### src/rtl/gpk_cfg.svh
// register map, field widths and reset values of the eight-bit port
`ifndef GPK_CFG_SVH
`define GPK_CFG_SVH

`define GPK_PORT_WIDTH          8
`define GPK_ADDR_WIDTH          14
`define GPK_DATA_WIDTH          32

// printed register indices; the byte address is four times the index
`define GPK_IDX_OUTPUT_LATCH    12'h004
`define GPK_IDX_PIN_STATE       12'h011
`define GPK_IDX_DIRECTION       12'hf1e
`define GPK_IDX_PULLUP          12'hf2b
`define GPK_IDX_FUNC_SELECT     12'hf38
`define GPK_IDX_WAKEUP_CTRL     12'hf40

`define GPK_RST_OUTPUT_LATCH    8'h00
`define GPK_RST_DIRECTION       8'h00
`define GPK_RST_PULLUP          8'h00
`define GPK_RST_FUNC_SELECT     8'h00
`define GPK_RST_WAKEUP_CTRL     8'h00
`define GPK_RST_READDATA        32'h0000_0000

`endif

### src/rtl/gpk_pkg.sv
// types shared by the eight-bit port design
package gpk_pkg;
  typedef logic [7:0]  gpk_byte_t;
  typedef logic [31:0] gpk_word_t;
  typedef logic [13:0] gpk_addr_t;

  typedef enum logic [0:0] {
    GPK_BUS_IDLE = 1'b0,
    GPK_BUS_ACK  = 1'b1
  } gpk_bus_st_t;
endpackage

### src/rtl/gpk_sync.sv
// two-flop synchroniser for the pad input levels
`timescale 1ns/1ps
module gpk_sync (
  input  wire logic             sys_clk_i,
  input  wire logic             rst_b_i,
  input  wire gpk_pkg::gpk_byte_t async_i,
  output gpk_pkg::gpk_byte_t     sync_o
);
  import gpk_pkg::*;

  gpk_byte_t meta_r;
  gpk_byte_t sync_r;

  // first stage is read by the second stage only
  genvar g;
  generate
    for (g = 0; g < 8; g++) begin : g_bit
      always_ff @(posedge sys_clk_i or negedge rst_b_i) begin
        if (!rst_b_i) begin
          meta_r[g] <= 1'b0;
          sync_r[g] <= 1'b0;
        end else begin
          meta_r[g] <= async_i[g];
          sync_r[g] <= meta_r[g];
        end
      end
    end
  endgenerate

  assign sync_o = sync_r;
endmodule // gpk_sync

### src/rtl/gpk_port.sv
// eight-bit port with analog routing, key wakeup and avalon-mm registers
//
// Register access over Avalon-MM was left to the implementer.
`timescale 1ns/1ps
`include "gpk_cfg.svh"

module gpk_port (
  input  wire logic               sys_clk_i,
  input  wire logic               rst_b_i,
  // avalon-mm slave
  input  wire gpk_pkg::gpk_addr_t avs_address,
  input  wire logic               avs_read,
  input  wire logic               avs_write,
  input  wire gpk_pkg::gpk_word_t avs_writedata,
  input  wire logic [3:0]         avs_byteenable,
  output gpk_pkg::gpk_word_t      avs_readdata,
  output logic                    avs_waitrequest,
  // pad side
  input  wire gpk_pkg::gpk_byte_t pad_in_i,
  output gpk_pkg::gpk_byte_t      pad_out_o,
  output gpk_pkg::gpk_byte_t      pad_oe_o,
  output gpk_pkg::gpk_byte_t      pad_pullup_en_o,
  // analog converter and wakeup logic
  output gpk_pkg::gpk_byte_t      analog_channel_input_sel_o,
  output gpk_pkg::gpk_byte_t      key_wakeup_input_o
);
  import gpk_pkg::*;

  // configuration registers
  gpk_byte_t   out_latch_r;
  gpk_byte_t   out_latch_nxt;
  gpk_byte_t   dir_ctrl_r;
  gpk_byte_t   dir_ctrl_nxt;
  gpk_byte_t   pullup_ctrl_r;
  gpk_byte_t   pullup_ctrl_nxt;
  gpk_byte_t   func_sel_r;
  gpk_byte_t   func_sel_nxt;
  gpk_byte_t   wake_en_r;
  gpk_byte_t   wake_en_nxt;

  // bus slave state
  gpk_bus_st_t bus_st_r;
  gpk_bus_st_t bus_st_nxt;
  gpk_word_t   readdata_r;
  gpk_word_t   readdata_nxt;
  logic        waitreq_r;
  logic        waitreq_nxt;

  // pad-facing registered outputs
  gpk_byte_t   pad_out_r;
  gpk_byte_t   pad_out_nxt;
  gpk_byte_t   pad_oe_r;
  gpk_byte_t   pad_oe_nxt;
  gpk_byte_t   pullup_en_r;
  gpk_byte_t   pullup_en_nxt;
  gpk_byte_t   analog_sel_r;
  gpk_byte_t   analog_sel_nxt;
  gpk_byte_t   wake_in_r;
  gpk_byte_t   wake_in_nxt;

  // helpers
  gpk_byte_t   pad_sync;
  gpk_byte_t   pin_state;
  gpk_byte_t   plain_input;
  logic [11:0] reg_idx;
  logic        req;
  logic        wr_go;

  gpk_sync u_sync (
    .sys_clk_i (sys_clk_i),
    .rst_b_i   (rst_b_i),
    .async_i   (pad_in_i),
    .sync_o    (pad_sync)
  );

  assign reg_idx = avs_address[13:2];
  assign req     = avs_read | avs_write;
  // a write commits only on the edge where the master sees waitrequest low
  assign wr_go   = avs_write & ~waitreq_r & avs_byteenable[0];

  // per-bit pin mode decode
  genvar g;
  generate
    for (g = 0; g < 8; g++) begin : g_mode
      assign plain_input[g] = ~dir_ctrl_r[g] & ~func_sel_r[g];
      // analog or output bits hide the pad level
      assign pin_state[g]   = plain_input[g] & pad_sync[g];
    end
  endgenerate

  // bus handshake: one wait cycle, then a single acknowledge cycle
  always_comb begin
    bus_st_nxt   = bus_st_r;
    waitreq_nxt  = 1'b1;
    readdata_nxt = readdata_r;
    case (bus_st_r)
      GPK_BUS_IDLE: begin
        if (req) begin
          bus_st_nxt  = GPK_BUS_ACK;
          waitreq_nxt = 1'b0;
          // read data is captured here so it stands at the ack edge
          readdata_nxt = `GPK_RST_READDATA;
          case (reg_idx)
            `GPK_IDX_OUTPUT_LATCH: readdata_nxt[7:0] = out_latch_r;
            `GPK_IDX_PIN_STATE:    readdata_nxt[7:0] = pin_state;
            `GPK_IDX_DIRECTION:    readdata_nxt[7:0] = dir_ctrl_r;
            `GPK_IDX_PULLUP:       readdata_nxt[7:0] = pullup_ctrl_r;
            `GPK_IDX_FUNC_SELECT:  readdata_nxt[7:0] = func_sel_r;
            `GPK_IDX_WAKEUP_CTRL:  readdata_nxt[7:0] = wake_en_r;
            // unmapped addresses read as zero and ignore writes
            default:               readdata_nxt = `GPK_RST_READDATA;
          endcase
        end
      end
      GPK_BUS_ACK: begin
        // one forced wait cycle keeps a held request from acking twice
        bus_st_nxt  = GPK_BUS_IDLE;
        waitreq_nxt = 1'b1;
      end
      default: begin
        bus_st_nxt  = GPK_BUS_IDLE;
        waitreq_nxt = 1'b1;
      end
    endcase
  end

  always_ff @(posedge sys_clk_i or negedge rst_b_i) begin
    if (!rst_b_i) begin
      bus_st_r   <= GPK_BUS_IDLE;
      waitreq_r  <= 1'b1;
      readdata_r <= `GPK_RST_READDATA;
    end else begin
      bus_st_r   <= bus_st_nxt;
      waitreq_r  <= waitreq_nxt;
      readdata_r <= readdata_nxt;
    end
  end

  // configuration registers; only byte lane 0 carries data
  always_comb begin
    out_latch_nxt   = out_latch_r;
    dir_ctrl_nxt    = dir_ctrl_r;
    pullup_ctrl_nxt = pullup_ctrl_r;
    func_sel_nxt    = func_sel_r;
    wake_en_nxt     = wake_en_r;
    if (wr_go) begin
      case (reg_idx)
        `GPK_IDX_OUTPUT_LATCH: out_latch_nxt   = avs_writedata[7:0];
        `GPK_IDX_DIRECTION:    dir_ctrl_nxt    = avs_writedata[7:0];
        `GPK_IDX_PULLUP:       pullup_ctrl_nxt = avs_writedata[7:0];
        `GPK_IDX_FUNC_SELECT:  func_sel_nxt    = avs_writedata[7:0];
        `GPK_IDX_WAKEUP_CTRL:  wake_en_nxt     = avs_writedata[7:0];
        default: begin
        end
      endcase
    end
  end

  always_ff @(posedge sys_clk_i or negedge rst_b_i) begin
    if (!rst_b_i) begin
      out_latch_r   <= `GPK_RST_OUTPUT_LATCH;
      dir_ctrl_r    <= `GPK_RST_DIRECTION;
      pullup_ctrl_r <= `GPK_RST_PULLUP;
      func_sel_r    <= `GPK_RST_FUNC_SELECT;
      wake_en_r     <= `GPK_RST_WAKEUP_CTRL;
    end else begin
      out_latch_r   <= out_latch_nxt;
      dir_ctrl_r    <= dir_ctrl_nxt;
      pullup_ctrl_r <= pullup_ctrl_nxt;
      func_sel_r    <= func_sel_nxt;
      wake_en_r     <= wake_en_nxt;
    end
  end

  // pad steering, computed per bit from the current configuration
  always_comb begin
    pad_out_nxt    = out_latch_r;
    pad_oe_nxt     = '0;
    pullup_en_nxt  = '0;
    analog_sel_nxt = '0;
    wake_in_nxt    = '0;
    for (int i = 0; i < 8; i++) begin
      if (wake_en_r[i]) begin
        // wakeup forces input: no drive, no analog, whatever else is set
        pad_oe_nxt[i]     = 1'b0;
        analog_sel_nxt[i] = 1'b0;
        wake_in_nxt[i]    = pad_sync[i];
        pullup_en_nxt[i]  = pullup_ctrl_r[i];
      end else begin
        analog_sel_nxt[i] = func_sel_r[i];
        // analog pins must not be driven digitally
        pad_oe_nxt[i]     = dir_ctrl_r[i] & ~func_sel_r[i];
        pullup_en_nxt[i]  = pullup_ctrl_r[i] & plain_input[i];
      end
    end
  end

  always_ff @(posedge sys_clk_i or negedge rst_b_i) begin
    if (!rst_b_i) begin
      pad_out_r    <= '0;
      pad_oe_r     <= '0;
      pullup_en_r  <= '0;
      analog_sel_r <= '0;
      wake_in_r    <= '0;
    end else begin
      pad_out_r    <= pad_out_nxt;
      pad_oe_r     <= pad_oe_nxt;
      pullup_en_r  <= pullup_en_nxt;
      analog_sel_r <= analog_sel_nxt;
      wake_in_r    <= wake_in_nxt;
    end
  end

  assign avs_readdata               = readdata_r;
  assign avs_waitrequest            = waitreq_r;
  assign pad_out_o                  = pad_out_r;
  assign pad_oe_o                   = pad_oe_r;
  assign pad_pullup_en_o            = pullup_en_r;
  assign analog_channel_input_sel_o = analog_sel_r;
  assign key_wakeup_input_o         = wake_in_r;
endmodule // gpk_port

### config.mk
export PLATFORM = sky130hd
export DESIGN_NAME = gpk_port
export DESIGN_NICKNAME = d
export VERILOG_FILES = /design/src/rtl/gpk_pkg.sv /design/src/rtl/gpk_sync.sv /design/src/rtl/gpk_port.sv
export VERILOG_INCLUDE_DIRS = /design/src /design/src/rtl
export SDC_FILE = /design/constraint.sdc
export NUM_CORES = 1
export LEC_CHECK = 0
export BUFFER_PORTS_ARGS = -buffer_cell sky130_fd_sc_hd__clkbuf_2
export CAP_MARGIN = 15
export CORE_MARGIN = 1
export CORE_UTILIZATION = 40
export DETAILED_ROUTE_END_ITERATION = 8
export PLACE_DENSITY_LB_ADDON = 0.08
export SLEW_MARGIN = 20
export SYNTH_ARGS = -nofsm -noshare
export SYNTH_HDL_FRONTEND = slang
export SYNTH_SLANG_ARGS = --single-unit
export TNS_END_PERCENT = 100
### constraint.sdc
create_clock -name sys_clk_i -period 2.4 [get_ports sys_clk_i]
set_input_delay 0.12 -clock sys_clk_i [delete_from_list [all_inputs] [get_ports sys_clk_i]]
set_output_delay 0.12 -clock sys_clk_i [all_outputs]
set_load 0.01 [all_outputs]
==> flow_summary_export.csv, run 1 <==
group,metric,value,unit
run_status,status,"complete, no violations",
synth,ys_top_cells_by_count,"105 x dfrtp_1, 38 x mux2_2, 25 x buf_4",
cts,clockBufferDepth,2,
placement,place_hpwl,7043,um
worst_setup_path,cp_num_buf_inv,1,
worst_setup_path,critPathKind,"in -> reg",
layout,final_cell_area,5478,um2
worst_setup_path,cp_cell_sequence,"clkbuf_2 -> or4_1 -> nor2_4 -> nand3_4 -> mux2_2",
run,drv_cap,0,
cts,clk_latency,0.35,ns
timing,fmax,605.7,MHz
timing,setup_viol,0,
timing,skew,0.008148,ns
layout,nets,520,
timing,min_period_over_period,68.79,%
synth,netlist_area,4543,um2
synth,syn_avg_cell_area,12.58,um2
synth,synth_area_leaders,"dfrtp_1 58%, mux2_2 9.4%, buf_4 4.1%, nor4_1 3.3%, or4bb_1 2.5%",
floorplan,ioPinCount,135,
synth,ys_ff_latch,106,
worst_setup_path,crit_start,"avs_address[6]",
global_route,grt_pass1_wl,16710,um
timing,slew_viol_final,0,
floorplan,rows,38,
timing,min_period,1.651,ns
worst_setup_path,worstReg2RegStart,"avs_waitrequest",
worst_setup_path,crit_fanout,13,
synth,ys_types,45,
cts,clock_sinks,106,
synth,synth_flop_cell,"dfrtp_1",
timing,rsz0062_at_grt,"no",
pwr,ir_drop,0.0003366,V
global_route,grt_pass1_vias,3078,
cts,root_buffer,"clkbuf_16",
synth,postSynth.asyncResetShare,100.0,%
global_route,overflow,0,
worst_setup_path,critPathSlowestCell,"or4_1",
routing,vias,3176,
worst_setup_path,start_kind,"input pin",
worst_setup_path,critPathCaptureType,"flop",
placement,numPortBuffers,81,
layout,synthToLayoutAreaGrowth,20.57,%
global_route,grt_max_degree,59,
routing,ant_nets,0,
placement,placed_cell_area,5087,um2
cts,cts_max_level,3,
routing,via_per_inst,5.267,
pwr,leakagePower,0.002715,uW
global_route,grt.total_usage,19.48,%
layout,drive_above_1_share,34.99,%
cts,path_clk_slew,0.07,ns
timing,timing.hold.ws,0.05960,ns
floorplan,start_util,41.54,%
synth,synth-edff-count,0,
floorplan,core_area,10940,um2
pwr,p_per_area,651.7,nW/um2
routing,drt_first_pass_iters,4,
worst_setup_path,critical_path.top_delay_family,"simple AND/OR/NAND/NOR gates",
worst_setup_path,r2r_slack,0.77,ns
synth,synth_cells,361,
cts,cts_tree,"yes",
synth,yosysMostFrequentCell,"dfrtp_1",
synth,yosys.area.top_type,"dfrtp_1",
global_route,antenna_found_initial,0,
hold_path,hp-class,"in -> reg",
routing,first_iter_violations,130,
placement,place.gp.congestion,0.8319,
floorplan,die-height,108.6,um
synth,synth_top_area_share,57.84,%
floorplan,dieArea,11790,um2
hold_path,min-delay-start,"avs_writedata[6]",
worst_setup_path,worst_ep_arrival_time,1.89,ns
worst_setup_path,slowest_delay,0.59,ns
cts,cts_inserted_buffers,9,
worst_setup_path,critPathRequiredTime,2.64,ns
synth,yosysSeqAreaShare,58.41,%
routing,drcViolationCount,0,
layout,antenna_cells,0,
timing,hold_violations,0,
synth,synth_warnings,0,
timing,setup_tns,0,ns
routing,wl,10810,um
timing,slew-limit-headroom,55.63,%
timing,worst_slew_pin_slew,0.6655,ns
cts,cts_setup_buffers,0,
floorplan,die_x,108.6,um
routing,wire_per_inst,17.93,um
-- cell usage in the layout, fill, tap and decap left out, drive strengths merged, types with 2 or more instances in the layout --
cell         Yosys  routed
nor4            26      26
inv              7       8
nor2b            9       9
a22oi            2       2
a21oi            6       6
a31oi            8       8
buf             32      16
nor4b            2       2
dlygate4sd3      0       9
conb             1      24
nor3b            8       8
nand2           11      11
clkbuf          10      92
mux2            40      40
a32oi            6       6
and2             8       8
nand3            3       3
clkinv           1       3
and4             2       2
nor2            21      21
or3b             4       4
and3            14      14
o21a             8       8
dfrtp          105     105
a221oi           6       6
a2111oi          2       2
or4bb           10      10
-- area by class of cell --
type | instances | area (um2)
multi-input cells | 228 | 1695
repair buffers | 105 | 623.1
clock buffers | 12 | 266.5
inverters | 8 | 30.03
clock inverters | 4 | 33.78
fillers | 999 | 5458
flip-flops and latches | 106 | 2654
well taps | 140 | 175.2
-- path summary, 6_finish.rpt --
kind | cells past startpoint | end
worst min register to register | 0 | u_sync.sync_o[0]
min in group asynchronous | 2 | u_sync.sync_o[5]
worst max register to register | 4 | func_sel_r[5]
worst max-delay path | 5 | wake_en_r[6]
worst min-delay path | 2 | pullup_ctrl_r[6]
max in group asynchronous | 3 | analog_channel_input_sel_o[0]
-- power breakdown --
group	internal [uW]	switching (uW)
combinational	91.5	175
clock	797	655
sequential	1830	22.5
total	2720	853
-- timing repair --
action                                 CTS  global route
gates resized for setup                  0             0
endpoints found under the hold margin   55             0
setup endpoints to repair                0             0
hold buffers                             9             0
-- logic make-up after synthesis --
logic type | after synthesis | synth area share, %
and+or+nand+nor | 126 | 19.17
DFF | 106 | 58.41
other | 1 | 0.08254
muxes | 40 | 9.915
AOI/OAI and AO/OA | 38 | 6.114
buffers and inverters | 50 | 6.307
-- metrics by stage --
stage	std cells	util, %	setup slack [ns]	total power (uW)
floorplan	384	-	0.8077	2026
global placement	578	46.52	0.4108	2143
detailed placement	578	46.52	0.3884	2147
CTS	603	50.09	0.7485	3600
global route	603	50.09	0.6904	3710
finish	603	50.09	0.7490	3570
-- metal layers --
metal	vias up	track usage [%]	part of all wire, %
met5	-	0	0
met4	0	6.371	1.6
met3	14	3.858	6.2
met2	112	31.74	48
met1	1591	25.98	44
li1	1459	-	-
(Power assumes the default switching activity.)
==> run 2, diff against run 1 <==
Clock period 2.4 ns to 1.58 ns, I/O delays scaled along.
==> run 2 against run 1 <==
Die area unchanged. Global-route usage increased by 0.65 points. Routed wire length is 1.0% higher. Clock skew decreased by 0.0015 ns. Combinational power grew 66%. Critical path depth down 1. Setup slack worse by 0.65 ns. Sequential power is 52% higher. Final cell count is 2.8% higher. Register-to-register slack worse by 0.67 ns. Sequential share of layout area shrank 1.5 points. Critical endpoint is now func_sel_r[5].
==> flow_summary_export.csv, run 2 (synthesis gave the netlist of run 1 again) <==
group,metric,value,unit
run_status,status,"complete, no violations",
global_route,grt_pass1_wl,17460,um
timing,slew_viol_final,0,
layout,stdcell_count,620,
worst_setup_path,critPathCaptureType,"flop",
routing,vias,3281,
routing,drcViolationCount,0,
placement,place.gp.congestion,0.8335,
worst_setup_path,cp_num_buf_inv,1,
floorplan,core_area,10940,um2
cts,path_clk_slew,0.07,ns
routing,via_per_inst,5.292,
layout,antenna_cells,0,
pwr,internal_power,4300,uW
pwr,pwr-share-clk,41.0,%
worst_setup_path,critPathKind,"reg -> reg",
layout,final_cell_area,5652,um2
worst_setup_path,cp_cell_sequence,"and3b_4 -> nand3_4 -> buf_4 -> mux2_2",
timing,rsz0062_at_grt,"no",
cts,cts_max_level,3,
timing,timing.hold.ws,0.02928,ns
routing,wire_per_inst,17.62,um
worst_setup_path,r2r_slack,0.10,ns
hold_path,holdPathStages,2,
timing,fmax,676.0,MHz
routing,drt_first_pass_iters,4,
worst_setup_path,slowest_delay,0.53,ns
pwr,p_per_area,976.7,nW/um2
worst_setup_path,worstReg2RegStart,"avs_waitrequest",
worst_setup_path,critPathRequiredTime,1.81,ns
layout,fin_util,51.68,%
pwr,p_sw,1220,uW
timing,setup_viol,0,
placement,dp.cells,598,
layout,nets,540,
worst_setup_path,critical_path.top_delay_family,"flip-flops",
pwr,leakagePower,0.002825,uW
hold_path,holdPathEnd,"pullup_ctrl_r[5]",
timing,min_period_over_period,93.63,%
global_route,overflow,0,
timing,setup_tns,0,ns
global_route,grt_pass1_vias,3225,
placement,place_hpwl,7669,um
global_route,grt_max_degree,43,
cts,root_buffer,"clkbuf_16",
worst_setup_path,critPathSlowestCell,"dfstp_2",
timing,hold_violations,0,
pwr,swShare,22.09,%
run,drv_cap,0,
worst_setup_path,worst_ep_arrival_time,1.71,ns
cts,cts_inserted_buffers,9,
floorplan,start_util,41.54,%
cts,clockBufferDepth,2,
worst_setup_path,crit_fanout,5,
pwr,ir_drop,0.0005700,V
placement,placed_cell_area,5243,um2
floorplan,die-height,108.6,um
worst_setup_path,reg2reg_to,"func_sel_r[5]",
floorplan,rows,38,
layout,mostFrequentLayoutCells,"105 x dfrtp_1, 80 x clkbuf_2, 38 x mux2_2",
worst_setup_path,ff2ff_path_depth,4,
global_route,antenna_found_initial,0,
timing,min_period,1.479,ns
cts,clock_sinks,106,
placement,numPortBuffers,81,
floorplan,ioPinCount,135,
cts,cts_tree,"yes",
floorplan,dieArea,11790,um2
global_route,grt.total_usage,20.12,%
pwr,p_seq_share,51.0,%
worst_setup_path,start_kind,"flop",
routing,first_iter_violations,106,
layout,final_common_cell,"dfrtp_1",
layout,synthToLayoutAreaGrowth,24.40,%
hold_path,hp-class,"in -> reg",
pwr,power_frac_comb,8.0,%
layout,drive_above_1_share,37.92,%
timing,skew,0.006663,ns
floorplan,die_x,108.6,um
hold_path,min-delay-start,"avs_writedata[5]",
routing,ant_nets,0,
cts,clk_latency,0.34,ns
routing,wl,10920,um
[run 2: worst max path at each step]
stage / startpoint / cells after the start / slack (ns) / to
6_report: avs_waitrequest / 4 / 0.10 / func_sel_r[5]
5_1_grt: dir_ctrl_r[6] / 4 / 0.02 / avs_readdata[6]
4_1_cts: avs_waitrequest / 4 / 0.02 / func_sel_r[0]
3_5_place_dp: avs_waitrequest / 4 / -0.1 / func_sel_r[5]
3_3_place_gp: avs_address[4] / 5 / -0.10 / pullup_ctrl_r[5]
2_1_floorplan: avs_address[4] / 5 / 0.07 / pullup_ctrl_r[5]
[run 2: worst register-to-register path, delay by kind of cell, from the launching register on]
| family | cells | cell delay (ns) |
|---|---|---|
| and+or+nand+nor | 2 | 0.37 |
| muxes | 1 | 0.33 |
| DFF | 1 | 0.53 |
| buffers and inverters | 1 | 0.15 |
[run 2: per-layer routing]
layer / vias up / track usage (%) / part of all wire [%]
met1: 1672 / 27.47 / 46
met3: 10 / 3.918 / 4.8
met5: - / 0 / 0
met4: 0 / 6.853 / 1.3
met2: 99 / 32.01 / 48
li1: 1500 / - / -
[run 2: what timing repair did]
item | 4_1_cts | 5_1_grt
buffers inserted | 0 | 0
endpoints found under the setup margin | 16 | 7
hold endpoints to repair | 37 | 0
hold buffers | 9 | 0
resized for setup | 3 | 3
pin swaps | 0 | 0
[run 2: layout make-up]
class	instances	area, um2
clock buffers	9	225.2
clock inverters	4	70.07
fillers	1000	5284
inverters	8	30.03
multi-input cells	228	1724
flip-flops and latches	106	2654
well taps	140	175.2
repair buffers	125	773.2
[run 2: per-stage QoR]
stage | worst slack (ns) | power [uW]
finish | 0.1006 | 5520
global route | 0.01580 | 5740
CTS | 0.02160 | 5576
detailed placement | -0.09810 | 3292
global placement | -0.1040 | 3287
floorplan | 0.07242 | 3079
[run 2: power by group through the flow]
| stage | combinational [uW] | sequential (uW) | clock [uW] |
|---|---|---|---|
| final | 442 | 2810 | 2270 |
| after global routing | 496 | 2820 | 2420 |
| after CTS | 444 | 2810 | 2320 |
| after detailed placement | 425 | 2870 | 0 |
| after global placement | 423 | 2860 | 0 |
| after floorplan | 204 | 2870 | 0 |
